===== src/logic/tsc_pkg.sv =====
package tsc_pkg;
	// Register indices; byte address is four times the index
	localparam int          ADDR_W         = 18;
	localparam logic [15:0] IDX_CMD        = 16'hb798;
	localparam logic [15:0] IDX_CAPS       = 16'hb799;
	localparam logic [15:0] IDX_TIME       = 16'hb7b6;
	localparam logic [15:0] IDX_DATE       = 16'hb7b7;
	localparam logic [15:0] IDX_WAIT_LIMIT = 16'hb7c5;
	localparam logic [15:0] IDX_STATUS     = 16'hb7d0;
	localparam logic [15:0] IDX_STAMP_LO   = 16'hb7d1;
	localparam logic [15:0] IDX_STAMP_HI   = 16'hb7d2;

	// Command codes, ORed together by software
	localparam logic [31:0] CMD_CLEAR        = 32'h0000_0001;
	localparam logic [31:0] MODE_OFF         = 32'h0000_0000;
	localparam logic [31:0] MODE_EXPLICIT    = 32'h0000_0002;
	localparam logic [31:0] MODE_START_CLEAR = 32'h0000_0004;
	localparam logic [31:0] SRC_FULL         = 32'h0000_0100;
	localparam logic [31:0] SRC_SPLIT_RISE   = 32'h0000_0200;
	localparam logic [31:0] SRC_SPLIT_FALL   = 32'h0000_0400;
	localparam logic [31:0] FEAT_AUX_CAPTURE = 32'h0000_1000;
	localparam logic [31:0] FEAT_SLOW_FIRST  = 32'h0001_0000;
	localparam logic [31:0] CMD_RESET        = 32'h0000_0000;
	localparam logic [31:0] CMD_STORE_MASK   = MODE_EXPLICIT | MODE_START_CLEAR | SRC_FULL | SRC_SPLIT_RISE
		| SRC_SPLIT_FALL | FEAT_AUX_CAPTURE | FEAT_SLOW_FIRST;
	localparam logic [31:0] CAPS_VALUE       = CMD_STORE_MASK | CMD_CLEAR;

	// Stamp layout
	localparam int STAMP_W  = 64;
	localparam int SPLIT_W  = 32;
	localparam int AUX_W    = 8;
	localparam int AUX_LSB  = 56;
	localparam int FIFO_AW  = 4;

	// Time of day and calendar fields
	localparam int          FIELD_W       = 8;
	localparam int          TIME_SEC_LSB  = 0;
	localparam int          TIME_MIN_LSB  = 8;
	localparam int          TIME_HOUR_LSB = 16;
	localparam int          DATE_DAY_LSB  = 0;
	localparam int          DATE_MON_LSB  = 8;
	localparam int          DATE_YEAR_LSB = 16;
	localparam int          YEAR_W        = 16;
	localparam logic [31:0] TIME_RESET    = 32'h0000_0000;
	localparam logic [31:0] DATE_RESET    = 32'h0000_0000;
	localparam logic [31:0] LIMIT_RESET   = 32'h0000_0000;

	// Status bits
	localparam int ST_EMPTY       = 0;
	localparam int ST_OVERFLOW    = 1;
	localparam int ST_REF_TIMEOUT = 2;
	localparam int ST_COUNT_LSB   = 8;

	// Timing
	localparam int CLK_PERIOD_NS = 40;
	localparam int MS_NS         = 1000000;
	localparam int MS_CYCLES     = MS_NS / CLK_PERIOD_NS;
endpackage


===== src/logic/tsc_timestamp_capture.sv =====
// Function
// - Wide counter steps once per sample clock
// - Clear on software command, or on card start in start-clear mode
// - Each trigger pushes counter into FIFO
// - Gate open and gate close each stamped
// - In full-width mode stamp bits 55:0 equal samples since last clear
// - Mode codes off, explicit, start-clear
// - Start-clear mode clears at card start
// - Clear command latches time and date
// - Source 100h counts full width
// - Source 200h splits, upper on rising ref
// - Source 400h splits, upper on falling ref
// - Aux inputs fill upper byte when enabled
// - Upper byte zero when aux capture off
// - No extra stamps without feature bit
// - Feature 10000h stamps every slow-area sample
// - Time register hours, minutes, seconds fields
// - Date register year, month, day fields
// - Millisecond limit on reference edge wait
// - Read-only capability bitmap of modes
// - Clear command zeroes counter only while clocks run; card-start clear acts regardless
// - Every stamp is 64 bits
// - Ref edge clears lower, bumps upper
// - Clear zeroes both split parts
//
// Register access over Avalon-MM was decided locally.
`timescale 1ns/1ps
module tsc_timestamp_capture #(
	parameter int unsigned MS_CYCLES = tsc_pkg::MS_CYCLES
) (
	input  wire logic                         CLOCK_I,
	input  wire logic                         RST_N_I,
	input  wire logic                         CE_I,
	input  wire logic                         SAMPLE_EN_I,
	input  wire logic                         CLOCK_RUNNING_I,
	input  wire logic                         CARD_START_I,
	input  wire logic                         TRIGGER_I,
	input  wire logic                         GATE_I,
	input  wire logic                         SLOW_AREA_I,
	input  wire logic                         REF_CLK_I,
	input  wire logic [tsc_pkg::AUX_W-1:0]    AUX_I,
	input  wire logic [tsc_pkg::ADDR_W-1:0]   AVS_ADDRESS_I,
	input  wire logic                         AVS_READ_I,
	input  wire logic                         AVS_WRITE_I,
	input  wire logic [31:0]                  AVS_WRITEDATA_I,
	input  wire logic [3:0]                   AVS_BYTEENABLE_I,
	output logic      [31:0]                  AVS_READDATA_O,
	output logic                              AVS_WAITREQUEST_O,
	output logic                              STAMP_PENDING_O
);
	import tsc_pkg::*;

	logic [31:0]          cmd;
	logic [31:0]          time_stage;
	logic [31:0]          date_stage;
	logic [31:0]          time_latched;
	logic [31:0]          date_latched;
	logic [31:0]          wait_limit;
	logic [STAMP_W-1:0]   cnt;
	logic                 ref_prev;
	logic                 gate_prev;
	logic [15:0]          ms_div;
	logic [31:0]          wait_ms;
	logic                 overflow;
	logic                 ref_timeout;
	logic [FIFO_AW:0]     wr_ptr;
	logic [FIFO_AW:0]     rd_ptr;
	logic [STAMP_W-1:0]   head;
	logic [31:0]          next_readdata;
	logic [15:0]          idx;
	logic                 wr_acc;
	logic                 rd_acc;
	logic                 clear_cmd;
	logic                 clear_eff;
	logic                 start_clear;
	logic                 enabled;
	logic                 split;
	logic                 ref_edge;
	logic                 aux_on;
	logic                 gate_edge;
	logic                 stamp_event;
	logic [STAMP_W-1:0]   stamp_val;
	logic [FIFO_AW:0]     fill;
	logic                 full;
	logic                 empty;
	logic                 push;
	logic                 pop;
	logic [FIFO_AW:0]     next_rd_ptr;

	function automatic logic [31:0] merge(input logic [31:0] old_v, input logic [31:0] new_v,
		input logic [3:0] be);
		logic [31:0] res;
		res = old_v;
		for (int b = 0; b < 4; b++) begin
			if (be[b]) begin
				res[8*b +: 8] = new_v[8*b +: 8];
			end
		end
		return res;
	endfunction

	// Bus decode; a write or read takes effect when waitrequest is seen low
	assign idx    = AVS_ADDRESS_I[ADDR_W-1:2];
	assign wr_acc = AVS_WRITE_I && !AVS_WAITREQUEST_O;
	assign rd_acc = AVS_READ_I && !AVS_WAITREQUEST_O;

	assign enabled = (cmd & (MODE_EXPLICIT | MODE_START_CLEAR)) != MODE_OFF;
	// split on rising or falling reference edge
	assign split   = (cmd & (SRC_SPLIT_RISE | SRC_SPLIT_FALL)) != 32'h0;
	assign aux_on  = (cmd & FEAT_AUX_CAPTURE) != 32'h0;

	assign ref_edge = (((cmd & SRC_SPLIT_RISE) != 32'h0) && REF_CLK_I && !ref_prev)
		|| (((cmd & SRC_SPLIT_FALL) != 32'h0) && !REF_CLK_I && ref_prev);

	assign clear_cmd   = wr_acc && idx == IDX_CMD && AVS_BYTEENABLE_I[0] && AVS_WRITEDATA_I[0];
	// ignored while the card clocks are stopped
	assign clear_eff   = clear_cmd && CLOCK_RUNNING_I;
	// start-clear mode zeroes at each card start
	assign start_clear = CARD_START_I && (cmd & MODE_START_CLEAR) != 32'h0;

	assign gate_edge   = GATE_I != gate_prev;
	// extra stamp only with its feature bit
	// slow-area stamp on its feature bit
	assign stamp_event = TRIGGER_I || gate_edge || (SLOW_AREA_I && (cmd & FEAT_SLOW_FIRST) != 32'h0);
	// aux byte or zero extension in the top byte
	// zero top byte when capture off
	assign stamp_val   = {aux_on ? AUX_I : {AUX_W{1'b0}}, cnt[AUX_LSB-1:0]};

	assign fill  = wr_ptr - rd_ptr;
	assign full  = fill[FIFO_AW];
	assign empty = wr_ptr == rd_ptr;
	assign push  = enabled && stamp_event && !full;
	assign pop   = rd_acc && idx == IDX_STAMP_HI && !empty;
	assign next_rd_ptr = pop ? rd_ptr + 1'b1 : rd_ptr;

	// Avalon answer: one wait cycle, then readdata with waitrequest low
	always_ff @(posedge CLOCK_I or negedge RST_N_I) begin
		if (!RST_N_I) begin
			AVS_WAITREQUEST_O <= 1'b1;
			AVS_READDATA_O    <= 32'h0;
		end else if (CE_I) begin
			AVS_WAITREQUEST_O <= !((AVS_READ_I || AVS_WRITE_I) && AVS_WAITREQUEST_O);
			if (AVS_READ_I && AVS_WAITREQUEST_O) begin
				AVS_READDATA_O <= next_readdata;
			end
		end
	end

	always_comb begin
		next_readdata = 32'h0;
		case (idx)
			IDX_CMD:        next_readdata = cmd;
			IDX_CAPS:       next_readdata = CAPS_VALUE;
			IDX_TIME:       next_readdata = time_latched;
			IDX_DATE:       next_readdata = date_latched;
			IDX_WAIT_LIMIT: next_readdata = wait_limit;
			IDX_STATUS: begin
				next_readdata[ST_EMPTY]                      = empty;
				next_readdata[ST_OVERFLOW]                   = overflow;
				next_readdata[ST_REF_TIMEOUT]                = ref_timeout;
				next_readdata[ST_COUNT_LSB +: FIFO_AW + 1]   = fill;
			end
			IDX_STAMP_LO:   next_readdata = empty ? 32'h0 : head[31:0];
			IDX_STAMP_HI:   next_readdata = empty ? 32'h0 : head[STAMP_W-1:32];
			default:        next_readdata = 32'h0;
		endcase
	end

	// one write holds mode, source and features; clear bit is not stored
	always_ff @(posedge CLOCK_I or negedge RST_N_I) begin
		if (!RST_N_I) begin
			cmd <= CMD_RESET;
		end else if (CE_I && wr_acc && idx == IDX_CMD) begin
			cmd <= merge(cmd, AVS_WRITEDATA_I, AVS_BYTEENABLE_I) & CMD_STORE_MASK;
		end
	end

	always_ff @(posedge CLOCK_I or negedge RST_N_I) begin
		if (!RST_N_I) begin
			wait_limit <= LIMIT_RESET;
		end else if (CE_I && wr_acc && idx == IDX_WAIT_LIMIT) begin
			wait_limit <= merge(wait_limit, AVS_WRITEDATA_I, AVS_BYTEENABLE_I);
		end
	end

	// Host writes land in staging; readback shows the copy taken at the last clear command
	always_ff @(posedge CLOCK_I or negedge RST_N_I) begin
		if (!RST_N_I) begin
			time_stage   <= TIME_RESET;
			date_stage   <= DATE_RESET;
			time_latched <= TIME_RESET;
			date_latched <= DATE_RESET;
		end else if (CE_I) begin
			if (wr_acc && idx == IDX_TIME) begin
				time_stage <= merge(time_stage, AVS_WRITEDATA_I, AVS_BYTEENABLE_I);
			end
			if (wr_acc && idx == IDX_DATE) begin
				date_stage <= merge(date_stage, AVS_WRITEDATA_I, AVS_BYTEENABLE_I);
			end
			if (clear_cmd) begin
				// hours, minutes, seconds; top byte reserved
				time_latched <= {8'h0,
					time_stage[TIME_HOUR_LSB +: FIELD_W],
					time_stage[TIME_MIN_LSB +: FIELD_W],
					time_stage[TIME_SEC_LSB +: FIELD_W]};
				date_latched <= {date_stage[DATE_YEAR_LSB +: YEAR_W],
					date_stage[DATE_MON_LSB +: FIELD_W],
					date_stage[DATE_DAY_LSB +: FIELD_W]};
			end
		end
	end

	always_ff @(posedge CLOCK_I or negedge RST_N_I) begin
		if (!RST_N_I) begin
			ref_prev  <= 1'b0;
			gate_prev <= 1'b0;
		end else if (CE_I) begin
			ref_prev  <= REF_CLK_I;
			gate_prev <= GATE_I;
		end
	end

	// Counter; clear wins over any step in the same cycle
	// wide sample counter
	always_ff @(posedge CLOCK_I or negedge RST_N_I) begin
		if (!RST_N_I) begin
			cnt <= '0;
		end else if (CE_I) begin
			// clear paths; both split parts zeroed
			if (clear_eff || start_clear) begin
				cnt <= '0;
			end else if (split && ref_edge) begin
				cnt[STAMP_W-1:SPLIT_W] <= cnt[STAMP_W-1:SPLIT_W] + 1'b1;
				cnt[SPLIT_W-1:0]       <= '0;
			// sample enable is the non-interlaced rate
			end else if (SAMPLE_EN_I) begin
				// lower part only in split mode
				if (split) begin
					cnt[SPLIT_W-1:0] <= cnt[SPLIT_W-1:0] + 1'b1;
				end else begin
					cnt <= cnt + 1'b1;
				end
			end
		end
	end

	// milliseconds since the last reference edge
	always_ff @(posedge CLOCK_I or negedge RST_N_I) begin
		if (!RST_N_I) begin
			ms_div  <= 16'h0;
			wait_ms <= 32'h0;
		end else if (CE_I) begin
			if (!split || ref_edge || clear_eff) begin
				ms_div  <= 16'h0;
				wait_ms <= 32'h0;
			end else if (ms_div == 16'(MS_CYCLES - 1)) begin
				ms_div <= 16'h0;
				if (wait_ms != 32'hffff_ffff) begin
					wait_ms <= wait_ms + 32'h1;
				end
			end else begin
				ms_div <= ms_div + 16'h1;
			end
		end
	end

	// Sticky flags, cleared by writing one; a new event wins over the clear
	always_ff @(posedge CLOCK_I or negedge RST_N_I) begin
		if (!RST_N_I) begin
			overflow    <= 1'b0;
			ref_timeout <= 1'b0;
		end else if (CE_I) begin
			if (enabled && stamp_event && full) begin
				overflow <= 1'b1;
			end else if (wr_acc && idx == IDX_STATUS && AVS_BYTEENABLE_I[0] && AVS_WRITEDATA_I[ST_OVERFLOW]) begin
				overflow <= 1'b0;
			end
			if (split && wait_limit != 32'h0 && wait_ms >= wait_limit) begin
				ref_timeout <= 1'b1;
			end else if (wr_acc && idx == IDX_STATUS && AVS_BYTEENABLE_I[0]
				&& AVS_WRITEDATA_I[ST_REF_TIMEOUT]) begin
				ref_timeout <= 1'b0;
			end
		end
	end

	// FIFO pointers; the stamp is the count before this cycle's step
	always_ff @(posedge CLOCK_I or negedge RST_N_I) begin
		if (!RST_N_I) begin
			wr_ptr          <= '0;
			rd_ptr          <= '0;
			STAMP_PENDING_O <= 1'b0;
		end else if (CE_I) begin
			if (push) begin
				wr_ptr <= wr_ptr + 1'b1;
			end
			rd_ptr          <= next_rd_ptr;
			STAMP_PENDING_O <= (wr_ptr + (push ? 1'b1 : 1'b0)) != next_rd_ptr;
		end
	end

	tsc_stamp_mem u_mem (
		.clk_i   (CLOCK_I),
		.ce_i    (CE_I),
		.we_i    (push),
		.waddr_i (wr_ptr[FIFO_AW-1:0]),
		.wdata_i (stamp_val),
		.raddr_i (next_rd_ptr[FIFO_AW-1:0]),
		.rdata_o (head)
	);
endmodule


===== src/logic/tsc_stamp_mem.sv =====
`timescale 1ns/1ps
module tsc_stamp_mem (
	input  wire logic                                clk_i,
	input  wire logic                                ce_i,
	input  wire logic                                we_i,
	input  wire logic [tsc_pkg::FIFO_AW-1:0]         waddr_i,
	input  wire logic [tsc_pkg::STAMP_W-1:0]         wdata_i,
	input  wire logic [tsc_pkg::FIFO_AW-1:0]         raddr_i,
	output logic      [tsc_pkg::STAMP_W-1:0]         rdata_o
);
	import tsc_pkg::*;

	logic [STAMP_W-1:0] mem [2**FIFO_AW];

	always_ff @(posedge clk_i) begin
		if (ce_i && we_i) begin
			mem[waddr_i] <= wdata_i;
		end
	end

	// Write-first so a stamp entering an empty FIFO is readable at once
	always_ff @(posedge clk_i) begin
		if (ce_i) begin
			if (we_i && waddr_i == raddr_i) begin
				rdata_o <= wdata_i;
			end else begin
				rdata_o <= mem[raddr_i];
			end
		end
	end
endmodule


===== config.mk =====
export PLATFORM = sky130hd
export DESIGN_NAME = tsc_timestamp_capture
export DESIGN_NICKNAME = d
export VERILOG_FILES = /design/src/logic/tsc_pkg.sv /design/src/logic/tsc_timestamp_capture.sv /design/src/logic/tsc_stamp_mem.sv
export SDC_FILE = /design/constraint.sdc
export NUM_CORES = 2
export LEC_CHECK = 0
export BUFFER_PORTS_ARGS = -buffer_cell sky130_fd_sc_hd__buf_4
export CAP_MARGIN = 0
export CORE_AREA = 2 2 373 375
export CTS_BUF_LIST = sky130_fd_sc_hd__clkbuf_2
export CTS_CLUSTER_SIZE = 14
export DETAILED_ROUTE_END_ITERATION = 10
export DIE_AREA = 0 0 375 377
export PLACE_DENSITY = 0.68
export SETUP_SLACK_MARGIN = 0.3
export SYNTH_ARGS = -nofsm -noshare
export SYNTH_HDL_FRONTEND = slang
export SYNTH_SLANG_ARGS = --single-unit

===== constraint.sdc =====
create_clock -name CLOCK_I -period 4.9 [get_ports CLOCK_I]
set_input_delay 0 -clock CLOCK_I [delete_from_list [all_inputs] [get_ports CLOCK_I]]
set_output_delay 0 -clock CLOCK_I [all_outputs]
set_load 0.02 [all_outputs]

==> results.ini <==
[logic_synthesis]
netlist_area_um2=68400
ys_seq_area_share_pct=58.9
syn_nets=6040
synth_cell_types=85
ys_dominant_reg_cell=edfxtp_1
syn_inst=5918
synth-edff-count=1088
ys_ff_latch=1391
yosys_warnings=0
synthArstFlopShare_pct=21.8
avgSynthCellArea_um2=11.6

[drt]
vias_per_cell=6.78
avgRoutedWirePerCell_um=28.6
vias=57100
ant_nets=0
drc_errors=0
drt_wl_total_um=241000
dr.pass1.iters=9
drt_iter0_markers=8499

[power_and_ir_drop]
p_per_area_nw_per_um2=273
ir_drop_uv=262
leakage_nw=28.9

[layout]
final_area_um2=78100
layout-drive-gt1-share_pct=18.2
num-nets-final=6479
syn2layout_area_growth_pct=14.1

[timing]
skew_ns=0.125
finalCritPeriodShare_pct=95.5
hold_slack_ns=0.202
fin_crit_ns=4.68
finalSetupViolations=0
rsz0062_at_grt=false
timing.setup.tns_ns=0
drv_slew=0
fmax_ghz=0.214
slew_headroom_pct=14.4
hold_viol=0
tightest_slew_ns=1.28

[placed_design]
dp_hpwl_um=128000
place_congestion=0.924
place_area_um2=71800
portBuffers=105

[clocking]
max-clock-path-buffers=4
ctsRootBufferMaster=clkbuf_2
tritoncts=built
htree_levels=5
clock_latency_ns=1.73
clk_pin_slew_ns=0.09
cts.sinks=1391
cts_buffers=366

[setup_path]
reg2regPathDepth=9
max_stage_delay_ns=1.01
startpoint_type=primary input
path_class=primary input to register
crit_fanout=8
critPathLaunch=AVS_ADDRESS_I[13]
slowest_stage=dlygate4sd3_1
timing.rr.start=AVS_WAITREQUEST_O$_DFFE_PN1P_
crit_top_cell=dlygate4sd3_1
crit_arrival_ns=6.25
worstPathRequired_ns=6.47
timing.rr.end=date_stage[18]$_DFFE_PN0P_
reg2reg_slack_ns=0.36
cp-end-kind=register
path_cells=dlygate4sd3_1, buf_4, dlygate4sd3_1, nand4b_1, dlygate4sd3_1, nor3b_1, dlygate4sd3_1, nand4_1, dlygate4sd3_1, nor2b_1, dlygate4sd3_1, mux2_2, dlygate4sd3_1

[hold_path]
min-delay-start=AUX_I[4]
worstHoldPathCells=6
worstHoldPathType=primary input to register
hold_end=u_mem.rdata_o[60]$_DFFE_PP_

[die]
core-area_um2=137000
die_w_um=375
io_pins=108
start_util_pct=49.9
die_area_um2=141000
num_rows=136
chipHeight_um=377

[grt]
grt_usage_pct=33.2
grt_pass1_wl_um=352000
antenna_found_initial=8
grt_pass1_vias=56100
grt_max_degree=182
overflow=0

[run]
drv_cap=0

[run_status]
status=finished, final reports clean

-- cell usage after synthesis (62+ instances only) --
| library cell | instances | area share [%] |
|---|---|---|
| a2111o_1 | 112 | 1.8 |
| a2111oi_0 | 62 | 0.79 |
| a21oi_1 | 222 | 1.6 |
| clkbuf_1 | 410 | 2.2 |
| dfrtp_1 | 302 | 11 |
| edfxtp_1 | 1088 | 48 |
| mux2_2 | 222 | 3.7 |
| mux2i_1 | 162 | 2.4 |
| nand2_1 | 844 | 4.6 |
| nand2b_1 | 67 | 0.61 |
| nand3_1 | 340 | 2.5 |
| nor2_1 | 174 | 0.95 |
| nor3_1 | 144 | 1.1 |
| nor4_1 | 140 | 1.3 |
| o21ai_0 | 227 | 1.7 |
| o22ai_1 | 83 | 0.76 |
| o31ai_1 | 68 | 0.75 |
| or3_1 | 80 | 0.73 |
-- cells in the final DEF, fill, tap and decap left out, types with 222 or more instances in the layout --
cell	Yosys	final
o21ai_0	227	226
edfxtp_1	1088	1088
nand3_1	340	337
dfrtp_1	302	300
a21oi_1	222	222
clkbuf_2	0	533
buf_4	7	225
dlygate4sd3_1	0	295
nand2_1	844	839
mux2_2	222	222
-- report_power, final --
group          switching [mW]  internal [mW]  total [mW]
registers               0.100           12.7        12.8
logic                   0.278          0.206       0.484
clock network            4.86           3.20        8.06
-- flip-flops by register name (all words and copies together) (netlist names), 24 cells and up --
signal	count
time_latched	24
AVS_READDATA_O	32
time_stage	24
cnt	56
wait_limit	32
u_mem.rdata_o	64
wait_ms	32
u_mem.mem	1024
date_latched	32
date_stage	32
-- cells by family (layout without fill, tap and decap cells) --
kind of cell	count (synthesis)	after routing	synth area share [%]
adders and majority gates	48	48	0.889
AOI/OAI and AO/OA	1230	1230	13.4
other	0	10	0
xor gates and xnor gates	79	79	1.02
muxes	393	393	6.32
DFF	1391	1391	58.9
buffers and inverters	570	1269	3.29
and+or+nand+nor	2207	2207	16.2
-- per-stage QoR --
| stage | cells | utilization (%) | total power [mW] | worst slack [ns] |
|---|---|---|---|---|
| global placement | 7481 | 52.4 | 13.4 | 0.617 |
| global route | 8419 | 57.0 | 22.1 | 0.284 |
| floorplan | 5918 | - | 13.1 | 0.716 |
| finish | 8421 | 57.0 | 21.3 | 0.222 |
| detailed placement | 7481 | 52.4 | 13.4 | 0.599 |
| CTS | 8408 | 56.9 | 21.4 | 0.316 |
-- layer usage --
metal | vias up | GRT usage [%] | part of all wire [%]
li1 | 24100 | - | -
met2 | 4482 | 52.0 | 45
met4 | 6 | 17.0 | 5.2
met1 | 27600 | 41.8 | 36
met5 | - | 0 | 0.030
met3 | 920 | 10.1 | 14
-- worst max-delay path by stage --
stage,end,slack (ns),depth (start not counted)
finish,date_stage[14]$_DFFE_PN0P_,0.22,13
global route,cnt[0]$_DFFE_PN0P_,0.28,10
CTS,u_mem.rdata_o[62]$_DFFE_PP_,0.32,12
detailed placement,u_mem.rdata_o[60]$_DFFE_PP_,0.60,12
global placement,u_mem.rdata_o[60]$_DFFE_PP_,0.62,12
floorplan,u_mem.rdata_o[50]$_DFFE_PP_,0.72,17
-- area by class of cell --
| type | instances | area [um^2] |
|---|---|---|
| multi-input combinational | 3957 | 26200 |
| clock inverter | 95 | 543 |
| inverter | 56 | 218 |
| tap | 1794 | 2240 |
| sequential | 1391 | 40300 |
| antenna | 10 | 25.0 |
| clock buffer | 533 | 2670 |
| fill | 11200 | 58900 |
| timing repair buffer | 585 | 5930 |
-- timing repair --
action                     4_1_cts  5_1_grt
buffers inserted                 0        3
setup endpoints to repair        0       33
resized for setup                0        4
hold buffers                   299        0
hold endpoints to repair      1886        0
-- critical path, delay by kind of cell --
| family | cells | cell delay (ns) |
|---|---|---|
| mux | 1 | 0.41 |
| buf+inv | 8 | 4.91 |
| simple gates | 4 | 0.92 |
Power figures use the tool's default switching activity.
